### src/design/csf_pkg.sv
// csf_pkg: constants and types for the cpu status flags register
// assumes: one core clock, instruction results presented by the decoder
package csf_pkg;
	// ------------------------------------------------------------
	// register map and field positions
	// ------------------------------------------------------------
	localparam logic [7:0] CSF_STATUS_ADDR = 8'h03;
	localparam int CSF_BIT_WAKE = 7;
	localparam int CSF_BIT_RSVD = 6;
	localparam int CSF_BIT_PAGE = 5;
	localparam int CSF_BIT_EXP = 4;
	localparam int CSF_BIT_SLEEP = 3;
	localparam int CSF_BIT_ZERO = 2;
	localparam int CSF_BIT_NIB = 1;
	localparam int CSF_BIT_CARRY = 0;
	// power-on values of the upper bits and reset-cause bits
	localparam logic CSF_RST_WAKE = 1'b0;
	localparam logic CSF_RST_PAGE = 1'b0;
	localparam logic CSF_POR_CAUSE = 1'b1;
	// arithmetic flags are undefined at power-on; zero chosen
	localparam logic [2:0] CSF_RST_ARITH = 3'h0;
	// program counter page bit position
	localparam int CSF_PC_PAGE_BIT = 9;
	localparam int CSF_PC_W = 10;
	localparam int CSF_OP_W = 8;

	// ------------------------------------------------------------
	// operation codes from the instruction decoder
	// ------------------------------------------------------------
	typedef enum logic [3:0] {
		CSF_OP_NONE,
		CSF_OP_MOVE_W_TO_FILE,
		CSF_OP_BIT_CLEAR,
		CSF_OP_BIT_SET,
		CSF_OP_FILE_CLEAR,
		CSF_OP_ADD_W_FILE,
		CSF_OP_SUB_W_FILE,
		CSF_OP_ROTATE_RIGHT,
		CSF_OP_ROTATE_LEFT,
		CSF_OP_LOGIC,
		CSF_OP_WATCHDOG_CLEAR,
		CSF_OP_SLEEP
	} csf_op_t;

	// instruction issued in one cycle
	typedef struct packed {
		logic valid;
		csf_op_t op;
		logic [7:0] addr;
		logic [CSF_OP_W-1:0] w_val;
		logic [CSF_OP_W-1:0] f_val;
		logic [2:0] bit_sel;
	} csf_instr_t;

	// reset cause reported by the reset controller
	typedef enum logic [1:0] {
		CSF_RC_POWER_ON,
		CSF_RC_PIN_WAKE,
		CSF_RC_OTHER
	} csf_cause_t;

	// alu result carried to the flag register
	typedef struct packed {
		logic [CSF_OP_W-1:0] value;
		logic affects_z;
		logic affects_dc;
		logic affects_c;
		logic zero;
		logic nib;
		logic carry;
	} csf_alu_t;
endpackage

### src/design/csf_alu.sv
// csf_alu: combinational alu computing a result and its flags
// assumes: operands are stable for the whole instruction cycle
`timescale 1ns/10ps
module csf_alu
	import csf_pkg::*;
(
	input wire csf_instr_t instr,
	input wire logic carry_in,
	output csf_alu_t res
);
	// ------------------------------------------------------------
	// arithmetic paths
	// ------------------------------------------------------------
	wire logic [CSF_OP_W:0] add_full;
	wire logic [CSF_OP_W:0] sub_full;
	wire logic [4:0] add_low;
	wire logic [4:0] sub_low;
	wire logic [CSF_OP_W-1:0] bit_mask;

	// extra msb holds the carry or the inverted borrow
	assign add_full = {1'b0, instr.f_val} + {1'b0, instr.w_val};
	assign sub_full = {1'b0, instr.f_val} + {1'b0, ~instr.w_val} + 9'h001;
	assign add_low = {1'b0, instr.f_val[3:0]} + {1'b0, instr.w_val[3:0]};
	assign sub_low = {1'b0, instr.f_val[3:0]} + {1'b0, ~instr.w_val[3:0]} + 5'h01;
	assign bit_mask = 8'h01 << instr.bit_sel;

	// ------------------------------------------------------------
	// result and flag selection
	// ------------------------------------------------------------
	always_comb
	begin
		res = '0;
		case (instr.op)
			CSF_OP_MOVE_W_TO_FILE: res.value = instr.w_val;
			CSF_OP_BIT_CLEAR: res.value = instr.f_val & ~bit_mask;
			CSF_OP_BIT_SET: res.value = instr.f_val | bit_mask;
			CSF_OP_FILE_CLEAR:
			begin
				res.value = 8'h00;
				res.affects_z = 1'b1;
			end
			CSF_OP_ADD_W_FILE:
			begin
				res.value = add_full[CSF_OP_W-1:0];
				res.affects_z = 1'b1;
				res.affects_dc = 1'b1;
				res.affects_c = 1'b1;
				res.nib = add_low[4];
				res.carry = add_full[CSF_OP_W];
			end
			CSF_OP_SUB_W_FILE:
			begin
				res.value = sub_full[CSF_OP_W-1:0];
				res.affects_z = 1'b1;
				res.affects_dc = 1'b1;
				res.affects_c = 1'b1;
				res.nib = sub_low[4];
				res.carry = sub_full[CSF_OP_W];
			end
			CSF_OP_ROTATE_RIGHT:
			begin
				res.value = {carry_in, instr.f_val[CSF_OP_W-1:1]};
				res.affects_c = 1'b1;
				res.carry = instr.f_val[0];
			end
			CSF_OP_ROTATE_LEFT:
			begin
				res.value = {instr.f_val[CSF_OP_W-2:0], carry_in};
				res.affects_c = 1'b1;
				res.carry = instr.f_val[CSF_OP_W-1];
			end
			CSF_OP_LOGIC:
			begin
				res.value = instr.f_val & instr.w_val;
				res.affects_z = 1'b1;
			end
			default: res = '0;
		endcase
		res.zero = (res.value == 8'h00);
	end
endmodule

### src/design/csf_status.sv
// csf_status: cpu status flags register at file address 03h
// assumes: decoder presents one instruction per clock; reset cause
// and watchdog expiry come from logic on the same clock
//
// Contract
// - flag-affecting instruction writing here: arithmetic flags come from result, not data. Code: only flags the op affects come from the result, others from data.
// - watchdog expiry and sleep entered bits never change by instruction writes.
// - file clear here clears bits 7..5, keeps cause bits, sets zero flag.
// - bit clear, bit set, move w to file leave arithmetic flags alone. Code: only when aimed elsewhere; aimed here, their data lands on the flags.
// - pin wake flag is 1 after pin-change wake reset, 0 otherwise.
// - page select bit picks page 1 when set, page 0 when clear.
// - expiry flag set at power-up, watchdog clear, sleep; cleared on time-out.
// - sleep flag set at power-up and watchdog clear; cleared by sleep.
// - zero flag is 1 on zero result, 0 on nonzero result.
// - add: nibble carry is carry out of the fourth low bit.
// - subtract: nibble carry is inverted borrow from the fourth low bit.
// - carry out bit: add carry, or subtract inverted borrow.
// - rotate right loads carry from lsb, rotate left from msb.
// - power-on: upper bits 0, cause bits 1, arithmetic flags undefined.
// - jump uses page select bit as program counter bit nine.
// - every reset clears page select bit to page 0.
`timescale 1ns/10ps
module csf_status
	import csf_pkg::*;
(
	input wire logic clk,
	input wire logic rst,
	input wire csf_cause_t rst_cause,
	input wire csf_instr_t instr,
	input wire logic wdt_timeout,
	input wire logic [8:0] jump_target,
	output logic [7:0] status_rd,
	output csf_alu_t alu_res,
	output logic [CSF_PC_W-1:0] jump_pc,
	output logic page_select_bit
);
	// ------------------------------------------------------------
	// flag state
	// ------------------------------------------------------------
	logic pin_wake_flag_reg;
	logic pin_wake_flag_next;
	logic page_select_reg;
	logic page_select_next;
	logic watchdog_expiry_flag_reg;
	logic watchdog_expiry_flag_next;
	logic sleep_entered_flag_reg;
	logic sleep_entered_flag_next;
	logic [2:0] arith_reg;
	logic [2:0] arith_next;
	csf_alu_t alu_w;

	// ------------------------------------------------------------
	// alu
	// ------------------------------------------------------------
	csf_alu u_alu (
		.instr(instr),
		.carry_in(arith_reg[CSF_BIT_CARRY]),
		.res(alu_w)
	);

	// ------------------------------------------------------------
	// decode
	// ------------------------------------------------------------
	wire logic hit;
	wire logic do_wdt_clr;
	wire logic do_sleep;
	wire logic wr_z;
	wire logic wr_dc;
	wire logic wr_c;
	wire logic [7:0] wv;

	assign hit = instr.valid && (instr.addr == CSF_STATUS_ADDR);
	assign do_wdt_clr = instr.valid && (instr.op == CSF_OP_WATCHDOG_CLEAR);
	assign do_sleep = instr.valid && (instr.op == CSF_OP_SLEEP);
	// a data write lands on a flag only when the op leaves that flag alone
	assign wr_z = hit && !alu_w.affects_z;
	assign wr_dc = hit && !alu_w.affects_dc;
	assign wr_c = hit && !alu_w.affects_c;
	assign wv = alu_w.value;

	// ------------------------------------------------------------
	// next values
	// ------------------------------------------------------------
	always_comb
	begin
		pin_wake_flag_next = pin_wake_flag_reg;
		page_select_next = page_select_reg;
		arith_next = arith_reg;
		// file clear writes zero here, so upper bits clear and z sets
		if (hit)
		begin
			pin_wake_flag_next = wv[CSF_BIT_WAKE];
			page_select_next = wv[CSF_BIT_PAGE];
		end
		// flags from the operation when it affects them
		if (instr.valid && alu_w.affects_z)
			arith_next[CSF_BIT_ZERO] = alu_w.zero;
		else if (wr_z)
			arith_next[CSF_BIT_ZERO] = wv[CSF_BIT_ZERO];
		if (instr.valid && alu_w.affects_dc)
			arith_next[CSF_BIT_NIB] = alu_w.nib;
		else if (wr_dc)
			arith_next[CSF_BIT_NIB] = wv[CSF_BIT_NIB];
		if (instr.valid && alu_w.affects_c)
			arith_next[CSF_BIT_CARRY] = alu_w.carry;
		else if (wr_c)
			arith_next[CSF_BIT_CARRY] = wv[CSF_BIT_CARRY];
	end

	// cause bits follow events only; instruction data never reaches them
	always_comb
	begin
		watchdog_expiry_flag_next = watchdog_expiry_flag_reg;
		sleep_entered_flag_next = sleep_entered_flag_reg;
		if (do_wdt_clr || do_sleep)
			watchdog_expiry_flag_next = 1'b1;
		if (do_wdt_clr)
			sleep_entered_flag_next = 1'b1;
		if (do_sleep)
			sleep_entered_flag_next = 1'b0;
		// a time-out in the same cycle as a clear wins: the event is kept
		if (wdt_timeout)
			watchdog_expiry_flag_next = 1'b0;
	end

	// ------------------------------------------------------------
	// registers
	// ------------------------------------------------------------
	// cause bits keep their value across non power-on resets
	always_ff @(posedge clk)
	begin
		if (rst)
		begin
			pin_wake_flag_reg <= (rst_cause == CSF_RC_PIN_WAKE) ? 1'b1 : CSF_RST_WAKE;
			page_select_reg <= CSF_RST_PAGE;
			if (rst_cause == CSF_RC_POWER_ON)
			begin
				watchdog_expiry_flag_reg <= CSF_POR_CAUSE;
				sleep_entered_flag_reg <= CSF_POR_CAUSE;
				arith_reg <= CSF_RST_ARITH;
			end
		end
		else
		begin
			pin_wake_flag_reg <= pin_wake_flag_next;
			page_select_reg <= page_select_next;
			watchdog_expiry_flag_reg <= watchdog_expiry_flag_next;
			sleep_entered_flag_reg <= sleep_entered_flag_next;
			arith_reg <= arith_next;
		end
	end

	// ------------------------------------------------------------
	// outputs
	// ------------------------------------------------------------
	// bit 6 reads zero and holds no state
	always_comb
	begin
		status_rd = 8'h00;
		status_rd[CSF_BIT_WAKE] = pin_wake_flag_reg;
		status_rd[CSF_BIT_RSVD] = 1'b0;
		status_rd[CSF_BIT_PAGE] = page_select_reg;
		status_rd[CSF_BIT_EXP] = watchdog_expiry_flag_reg;
		status_rd[CSF_BIT_SLEEP] = sleep_entered_flag_reg;
		status_rd[2:0] = arith_reg;
	end

	assign page_select_bit = page_select_reg;
	assign jump_pc = {page_select_reg, jump_target};
	assign alu_res = alu_w;
endmodule

### config.mk
export PLATFORM = sky130hd
export DESIGN_NAME = csf_status
export DESIGN_NICKNAME = d
export VERILOG_FILES = /design/src/design/csf_pkg.sv /design/src/design/csf_alu.sv /design/src/design/csf_status.sv
export SDC_FILE = /design/constraint.sdc
export NUM_CORES = 1
export LEC_CHECK = 0
export BUFFER_PORTS_ARGS = -buffer_cell sky130_fd_sc_hd__buf_2
export CELL_PAD_IN_SITES_DETAIL_PLACEMENT = 1
export CELL_PAD_IN_SITES_GLOBAL_PLACEMENT = 1
export CORE_ASPECT_RATIO = 0.9
export CORE_MARGIN = 2
export CORE_UTILIZATION = 26
export CTS_BUF_LIST = sky130_fd_sc_hd__clkbuf_16
export DETAILED_ROUTE_END_ITERATION = 10
export GPL_TIMING_DRIVEN = 0
export PLACE_DENSITY_LB_ADDON = 0.12
export SETUP_SLACK_MARGIN = 0.2
export SLEW_MARGIN = 10
export SYNTH_ARGS = -nofsm -noshare
export SYNTH_HDL_FRONTEND = slang
export SYNTH_SLANG_ARGS = --single-unit
### constraint.sdc
create_clock -name clk -period 4 [get_ports clk]
set_input_delay 0.8 -clock clk [delete_from_list [all_inputs] [get_ports clk]]
set_output_delay 0.8 -clock clk [all_outputs]
set_load 0.005 [all_outputs]
### Word level (Yosys, flattened, before mapping)

Index checks and enable logic that the tools add are counted.

| storage, ports and cells | value |
|---|---|
| input port bits | 46 |
| output and inout bits | 33 |
| bits in registers | 7 |
| logic and storage cells | 87 |

| operators by class | value |
|---|---|
| mux-type cells | 24 |
| equal/unequal tests | 14 |
| bitwise operators | 6 |
| shift operators | 1 |
| reduce and logical (&&, ||, !) cells | 29 |
| add/subtract/negate cells | 6 |

Operator list:

| cell | count |
|---|---|
| case mux 8 bit (8 select lines) | 1 |
| 2-to-1 mux 1 bit | 19 |
| adder 8 x 8 -> 9 bit | 2 |
| AND 8 bit | 2 |
| equality test 4 x 3 -> 1 bit, second input constant | 4 |
| equality test 4 bit, second input constant | 4 |
| inverter 8 bit | 2 |
| nonzero test 3 bit | 5 |
| adder 4 x 4 -> 5 bit | 2 |
| AND reduction 2 bit | 5 |
| adder 9 x 1 -> 9 bit, second input constant | 1 |
| logical AND 1 bit | 9 |
| equality test 4 x 2 -> 1 bit, second input constant | 2 |
| equality test 8 x 2 -> 1 bit, second input constant | 1 |
| logical NOT 8 bit | 1 |
| bitwise OR 8 bit | 1 |
| OR reduction 4 bit | 2 |
| left shift 1 x 3 -> 8 bit, first input constant | 1 |
| 2-to-1 mux 3 bit | 2 |
| adder 5 x 1 -> 5 bit, second input constant | 1 |
| equality test 4 x 1 -> 1 bit, second input constant | 1 |
| inverter 4 bit | 1 |
| case mux 1 bit (4 select lines) | 1 |
| logical NOT 1 bit | 3 |
| 7 further kinds | 7 |

### Longest topological paths before layout

Gate-level depths: netlist (run 1).

| depth | value |
|---|---|
| depth in word-level cells | 8 |
| mapped depth | 10 |
| gate-level depth less buffers | 10 |

### Modules after synthesis

A second synthesis (run 1) with hierarchy kept.

| unflattened totals | value |
|---|---|
| cell total of the unflattened synthesis | 290 |
| area, all modules | 2117.0 um^2 |

By module, submodules not included:

| module | cells each | seq. area each (um^2) | area an instance (um^2) | times used |
|---|---|---|---|---|
| csf_alu | 230 | 0.0 | 1571.5 | 1 |
| csf_status | 60 | 200.2 | 545.5 | 1 |

### Least setup slack after synthesis (run 1)

Ideal clock, no wire load.

| timing | value |
|---|---|
| path kind | input-to-output |
| from | input port instr[3] (netlist name) |
| to | output port alu_res[2] (netlist name) |
| data arrival time | 3.136 ns |
| path slack | 0.064 ns |
| required time | 3.200 ns |
| path buffers | 0 |
| stages | 10 |
| path through | ha_1 inv_1 fa_1 nor3_1 or4_1 a32oi_1 or3_1 or4_1 or4_4 nor2_1 |

RTL lines:

| element | line | text |
|---|---|---|
| start, declared | csf_status.sv:29 | `input wire csf_instr_t instr,` |
| end, declared | csf_status.sv:33 | `output csf_alu_t alu_res,` |

==> results of run 1 <==
## worst min-delay path: cells and delay by family, from the launching register on
kind,cells,cell delay (ns)
flip-flops,1,0.35
multiplexers,1,0.08
AND/OR/NAND/NOR,1,0.07
## kinds of logic after synthesis
kind of cell | Yosys count | synth area share [%]
other | 1 | 0.185
DFF | 7 | 9.86
buffers and inverters | 53 | 16.7
adders and majority gates | 19 | 12.4
muxes | 2 | 0.986
xor gates and xnor gates | 5 | 2.16
AOI/OAI and AO/OA | 85 | 28.2
and+or+nand+nor | 96 | 29.5
## stage by stage
stage / TNS, ns / area, um^2
2_1_floorplan: 0 / 2040
3_3_place_gp: -0.828 / 2490
3_5_place_dp: -0.508 / 2500
4_1_cts: -0.284 / 2660
5_1_grt: -0.325 / 2690
6_report: -0.227 / 2690
## placed cells by master (no fill, tap or decap), types with 6 or more instances in the layout
master	netlist	final
ha_1	17	15
o21ai_0	19	17
buf_6	5	6
and3_1	7	7
nor2b_1	12	11
inv_1	20	19
buf_2	1	65
a21oi_1	19	19
nor2_1	16	15
buf_4	23	27
nand2_1	16	16
edfxtp_1	6	6
## worst min-delay path by stage
stage	startpoint	to	slack, ns	depth (start not counted)
after floorplan	page_select_bit	page_select_bit	0.53	2
after global placement	page_select_bit	page_select_bit	0.53	2
after detailed placement	page_select_bit	page_select_bit	0.54	2
after CTS	page_select_bit	page_select_bit	0.55	2
after global routing	page_select_bit	page_select_bit	0.60	2
final	page_select_bit	page_select_bit	0.54	2
## cell type report
class                   instances  area [um^2]  area share (%)
clock buffers                   3         75.1            2.79
inverters                      20         75.1            2.79
well taps                      96          120            4.46
clock inverters                 1         3.75           0.139
multi-input cells             208         1590            59.1
flip-flops and latches          7          200            7.44
plain buffers                  33          264            9.81
repair buffers                 69          362            13.4
## timing repair
action	4_1_cts	5_1_grt
setup endpoints to repair	2	2
resized for setup	15	11
pin swaps	2	0
buffers inserted	2	0
## metal layers
layer  share of wire [%]  vias up  GRT usage [%]
li1                    -     1119              -
met1                  48     1087           24.5
met2                  46       68           28.6
met3                 6.6        0           2.79
met4                   0        0           1.41
met5                   0        -              0
## report_power, final
part	switching, mW	leakage (nW)	internal (mW)
Combinational	0.151	1.18	0.129
Sequential	0.00212	0.0671	0.0864
Clock	0.0359	0.0423	0.130
==> impl_results.md, run 1 <==
* Starting Density at 26.9%
* Inserted Clock Buffers at 3
* FMAX at 0.237 GHz
* Maximum Capacitance Violations at 0
* Worst Path Arrival at 3.43 ns
* Worst-Margin Slew at 0.908 ns
* Final min period at 4.23 ns
* Critical-path cell list: buf_2 -> inv_1 -> ha_1 -> clkbuf_8 -> or3_2 -> o211ai_1 -> a2111o_1 -> or4_4 -> or4_4 -> nor2_4 -> buf_2
* Post-place setup slack at -0.466 ns
* Syn-to-layout area delta at 32.5%
* Post-layout util at 35.7%
* Placed instance count at 431
* Levels on crit path at 11
* Routability cong. at 0.798
* Syn nets at 333
* CP Class: in -> out
* Ports at 79
* Bufs and invs on worst path at 4
* Outcome: finished with violations
* Slew Viols, Final at 0
* Via density at 5.20
* Layout Nets at 407
* CTS sink count at 7
* Pwr per Cell Area at 199 nW/um^2
* Netlist cell types at 69
* Seq cells post-synth at 7
* Max Fanout on Critical Path at 10
* Failing checks: setup timing
* Register area share after synthesis at 9.86%
* Worst Setup End Kind: output port
* DRC Markers at 0
* Latest clock arrival within the worst-skew pair at 0.23 ns
* Final Setup Violations at 1
* Pleak at 1.29 nW
* Core area at 7540 um^2
* Row count at 30
* Crit. Startpoint: instr[13]
* Antenna violations before repair at 0
* TritonCTS clock tree: built
* Synth top cells by count: 23 x buf_4, 20 x inv_1, 19 x a21oi_1, 19 x o21ai_0, 17 x ha_1
* R2R Setup Slk at 1.89 ns
* Post-Syn Instances at 268
* Max Root-Sink Buffers at 2
* Top cells by area, synth: ha_1 10%, edfxtp_1 8.9%, buf_4 8.5%, a21oi_1 4.7%, o21ai_0 4.7%
* Drt wl/cell at 17.2 um
* Die footprint at 8530 um^2
* RSZ-0062 raised after global routing: yes
* Clock Skew at 0.000280 ns
* Top cell type by total area after synthesis: ha_1
* First-pass GRT wire length at 11.8 mm
* Final Total Pwr at 0.534 mW
* Slowest CP cell: or4_4
* Antenna viol nets, final at 0
* Crit Reg-Reg Endpoint: arith_reg[2]
* Post-synth EDFFs at 6
* Cts hold-fix bufs at 0
* Ys Warns at 0
* Largest net degree at the start of global routing at 11
* Drt first pass iters at 5
* Critical path startpoint category: input pin
* Ys flop type: edfxtp_1
* Async set or reset register ratio after synthesis at 0%
* Antenna diode count at 0
* Setup WS post-layout at -0.227 ns
* Chip width at 97.2 um
* Family with the most delay on the worst path: simple AND/OR/NAND/NOR gates
* Layout cells sized above 1 at 39.6%
* Hold_ws at 0.543 ns
* H-tree lvl count at 1
* Avg Cell Area, Syn at 7.58 um^2
* PortBufs at 66
* Worst Path Required at 3.20 ns
* Die Ht at 87.8 um
* Dpl hpwl at 6.15 mm
* Final non-filler cell total at 437
* Synth Cell Area at 2030 um^2
* Worst Hold Class: reg -> reg
* DRT Wirelength at 7.53 mm
* Crit Reg-Reg Startpoint: arith_reg[0]
* Clk Tree Root Cell: clkbuf_16
* R2R depth at 5
* Max incr delay on CP at 0.56 ns
* Number of DRC violations after detailed-routing iteration 0 at 170
* Clock transition at path regs at 0.03 ns
* GRT Total Usage at 17.2%
* Count leader, synth: buf_4
* Via total after detailed routing at 2274
* Filler Cell Count at 942
* Worst Setup EP: alu_res[2]
* Vias in the first global route at 2242
* Slew headroom at 38.6%
* Max FFs per register at 3
* Yosys top cell area share at 10.5%
* Grt total ovfl at 0
* Final hold violations at 0
* Fin crit share at 106%
* Max IR drop VDD at 113 uV
No activity file was read; power rests on OpenSTA's default activity.
==> inputs of run 2 (changes only) <==
--- a/config.mk
+++ b/config.mk
@@ -10,7 +10,7 @@
 export CELL_PAD_IN_SITES_GLOBAL_PLACEMENT = 1
 export CORE_ASPECT_RATIO = 0.9
 export CORE_MARGIN = 2
-export CORE_UTILIZATION = 26
+export CORE_UTILIZATION = 35
 export CTS_BUF_LIST = sky130_fd_sc_hd__clkbuf_16
 export DETAILED_ROUTE_END_ITERATION = 10
 export GPL_TIMING_DRIVEN = 0
==> run 2 against run 1 <==
The run still ends with setup timing left. Non-clock buffer count up 12. Clock skew hardly changed. Cell area increased by 5.2%. Fmax decreased by 4.2%. Via count is 7.6% higher. Power grew 6.8%. Global-route usage up 5.3 points. Register-to-register slack lost 0.23 ns. Critical path type unchanged.
==> impl_results.md, run 2 (same netlist as run 1, synthesis figures left out) <==
* Switching fraction of total power at 35.5% (+0.076 points)
* Clock power frac at 29.7% (-1.3 points)
* GRT Total Usage at 22.5% (+5.3 points)
* R2R depth at 6 (+1)
* Pleak at 1.36 nW (+5.4%)
* Dpl hpwl at 5.75 mm (-6.6%)
* CP Class: in -> out
* Worst-Margin Slew at 0.922 ns (+0.0141 ns)
* DRT Wirelength at 7.78 mm (+3.4%)
* Fin crit share at 110% (+4.6 points)
* Setup WS post-layout at -0.411 ns (-0.184 ns)
* Slowest CP cell: or4_4
* Combinational share of power at 54.8% (+2.4 points)
* RSZ-0062 raised after global routing: yes
* Slew Viols, Final at 0 (unchanged)
* H-tree lvl count at 1 (unchanged)
* Worst Hold Class: reg -> reg
* Clock transition at path regs at 0.04 ns (about the same)
* Crit Reg-Reg Endpoint: arith_reg[2]
* DRC Markers at 0 (unchanged)
* Max Root-Sink Buffers at 2 (unchanged)
* Clock Skew at 0.000572 ns (+0.000293 ns)
* Critical path startpoint category: input pin
* Max incr delay on CP at 0.53 ns (-0.03 ns)
* Max IR drop VDD at 208 uV (+83%)
* Inserted Clock Buffers at 3 (unchanged)
* Post-place setup slack at -0.432 ns (+0.0341 ns)
* Syn-to-layout area delta at 39.4%
* Drt wl/cell at 18.4 um (+6.8%)
* Cts hold-fix bufs at 0 (unchanged)
* Worst Path Required at 3.20 ns (about the same)
* Max FFs per register at 3 (unchanged)
* Layout Nets at 419 (+2.9%)
* Row count at 26 (-13%)
* Antenna viol nets, final at 0 (unchanged)
* Sw power at 0.203 mW (+7.1%)
* CTS sink count at 7 (unchanged)
* Placed Area at 2460 um^2 (-1.6%)
* Slew headroom at 37.6% (-0.95 points)
* Hold path cells at 2 (unchanged)
* Antenna diode count at 0 (unchanged)
* Chip width at 84.3 um (-13%)
* Most frequent cells in the layout: 61 x buf_2, 39 x buf_4, 19 x a21oi_1
* Hold path endpoint: page_select_bit
* PortBufs at 66 (unchanged)
* Leading cell type in the layout, fill and taps excluded: buf_2
* Number of DRC violations after detailed-routing iteration 0 at 177 (+4.1%)
* Antenna violations before repair at 0 (unchanged)
* Maximum Capacitance Violations at 0 (unchanged)
* FMAX at 0.227 GHz (-4.2%)
* Part of the power in registers at 15.5% (-1.1 points)
* Final min period at 4.41 ns (+0.184 ns)
* Largest net degree at the start of global routing at 11 (unchanged)
* Crit Reg-Reg Startpoint: arith_reg[0]
* Grt total ovfl at 0 (unchanged)
* Die Ht at 76.3 um (-13%)
* Ports at 79 (unchanged)
* Hold_ws at 0.565 ns (+0.0220 ns)
* Vias in the first global route at 2239 (-0.13%)
* Family with the most delay on the worst path: simple AND/OR/NAND/NOR gates
* Final Setup Violations at 1 (unchanged)
* Via density at 5.78 (+11%)
* Routability cong. at 0.880 (+10%)
* First-pass GRT wire length at 11.7 mm (-0.76%)
* Final instance area at 2830 um^2 (+5.2%)
* Max Fanout on Critical Path at 7 (-3)
* Pwr per Cell Area at 202 nW/um^2 (+1.6%)
* Setup_tns at -0.411 ns (-0.184 ns)
* Bufs and invs on worst path at 5 (+1)
* Starting Density at 36.1% (+9.2 points)
* Drt first pass iters at 5 (unchanged)
* Via total after detailed routing at 2447 (+7.6%)
* Latest clock arrival within the worst-skew pair at 0.23 ns (about the same)
* Layout cells sized above 1 at 42.8% (+3.2 points)
* TritonCTS clock tree: built
* Worst Setup End Kind: output port
* Core area at 5630 um^2 (-25%)
* Int Power at 0.368 mW (+6.7%)
* Clk Tree Root Cell: clkbuf_16
* Failing checks: setup timing
* Die footprint at 6430 um^2 (-25%)
* Critical-path cell list: buf_2 -> inv_2 -> ha_4 -> buf_8 -> and3b_2 -> buf_4 -> o21ai_2 -> a32oi_2 -> or3_1 -> or4_4 -> or4_4 -> nor2_4 -> buf_2
* Final hold violations at 0 (unchanged)
* Worst Path Arrival at 3.61 ns (+0.18 ns)
* Hold Startpoint: page_select_bit
* R2R Setup Slk at 1.66 ns (-0.23 ns)
* Outcome: finished with violations
-- run 2: cell count changes in the layout (fill, tap and decap cells not counted), sizes merged --
cell  change
buf      +12
-- run 2: worst min-delay path: cells and delay by family, from the launching register on --
family | cells | cell delay (ns)
DFF | 1 | 0.33
muxes | 1 | 0.13
and+or+nand+nor | 1 | 0.05
-- run 2: worst max-delay path by stage --
stage / start / slack [ns] / end / depth (start not counted)
global route: instr[11] / -0.47 / alu_res[2] / 13
global placement: instr[3] / -0.44 / alu_res[2] / 12
floorplan: instr[3] / 0.12 / alu_res[2] / 10
detailed placement: instr[3] / -0.43 / alu_res[2] / 12
finish: instr[14] / -0.41 / alu_res[2] / 13
CTS: instr[3] / -0.29 / alu_res[2] / 12
-- run 2: what timing repair did --
action | CTS | global route
endpoints found under the setup margin | 2 | 2
resized for setup | 17 | 29
pin swaps | 3 | 16
setup buffers | 3 | 12
cloned | 0 | 0
-- run 2: through the flow --
stage	power, mW	cells	utilization (%)
final	0.571	423	50.3
after global routing	0.602	423	50.3
after CTS	0.532	411	47.0
after detailed placement	0.348	404	43.8
after global placement	0.341	404	43.6
after floorplan	0.250	268	-
-- run 2: per-layer routing --
metal / track usage (%) / vias up / wire length, um / share of wire (%)
met5: 0 / - / 0 / 0
met4: 4.19 / 0 / 129 / 1.7
met3: 3.25 / 8 / 547 / 7.0
met2: 37.1 / 98 / 3720 / 48
met1: 31.4 / 1197 / 3380 / 43
li1: - / 1144 / - / -
-- run 2: layout make-up --
cell class              count  area (um^2)
plain buffers              33          275
clock buffers               3         75.1
clock inverters             1         3.75
fillers                   719         2800
inverters                  20         80.1
multi-input cells         208         1620
flip-flops and latches      7          200
well taps                  70         87.6
repair buffers             81          484
-- run 2: power by group through the flow --
stage                     clock network, mW  registers, mW  logic [mW]
after global routing                  0.173         0.0894       0.340
after floorplan                           0         0.0891       0.161
after global placement                    0         0.0889       0.252
after detailed placement                  0         0.0894       0.258
after CTS                             0.169         0.0884       0.275
final                                 0.170         0.0884       0.313
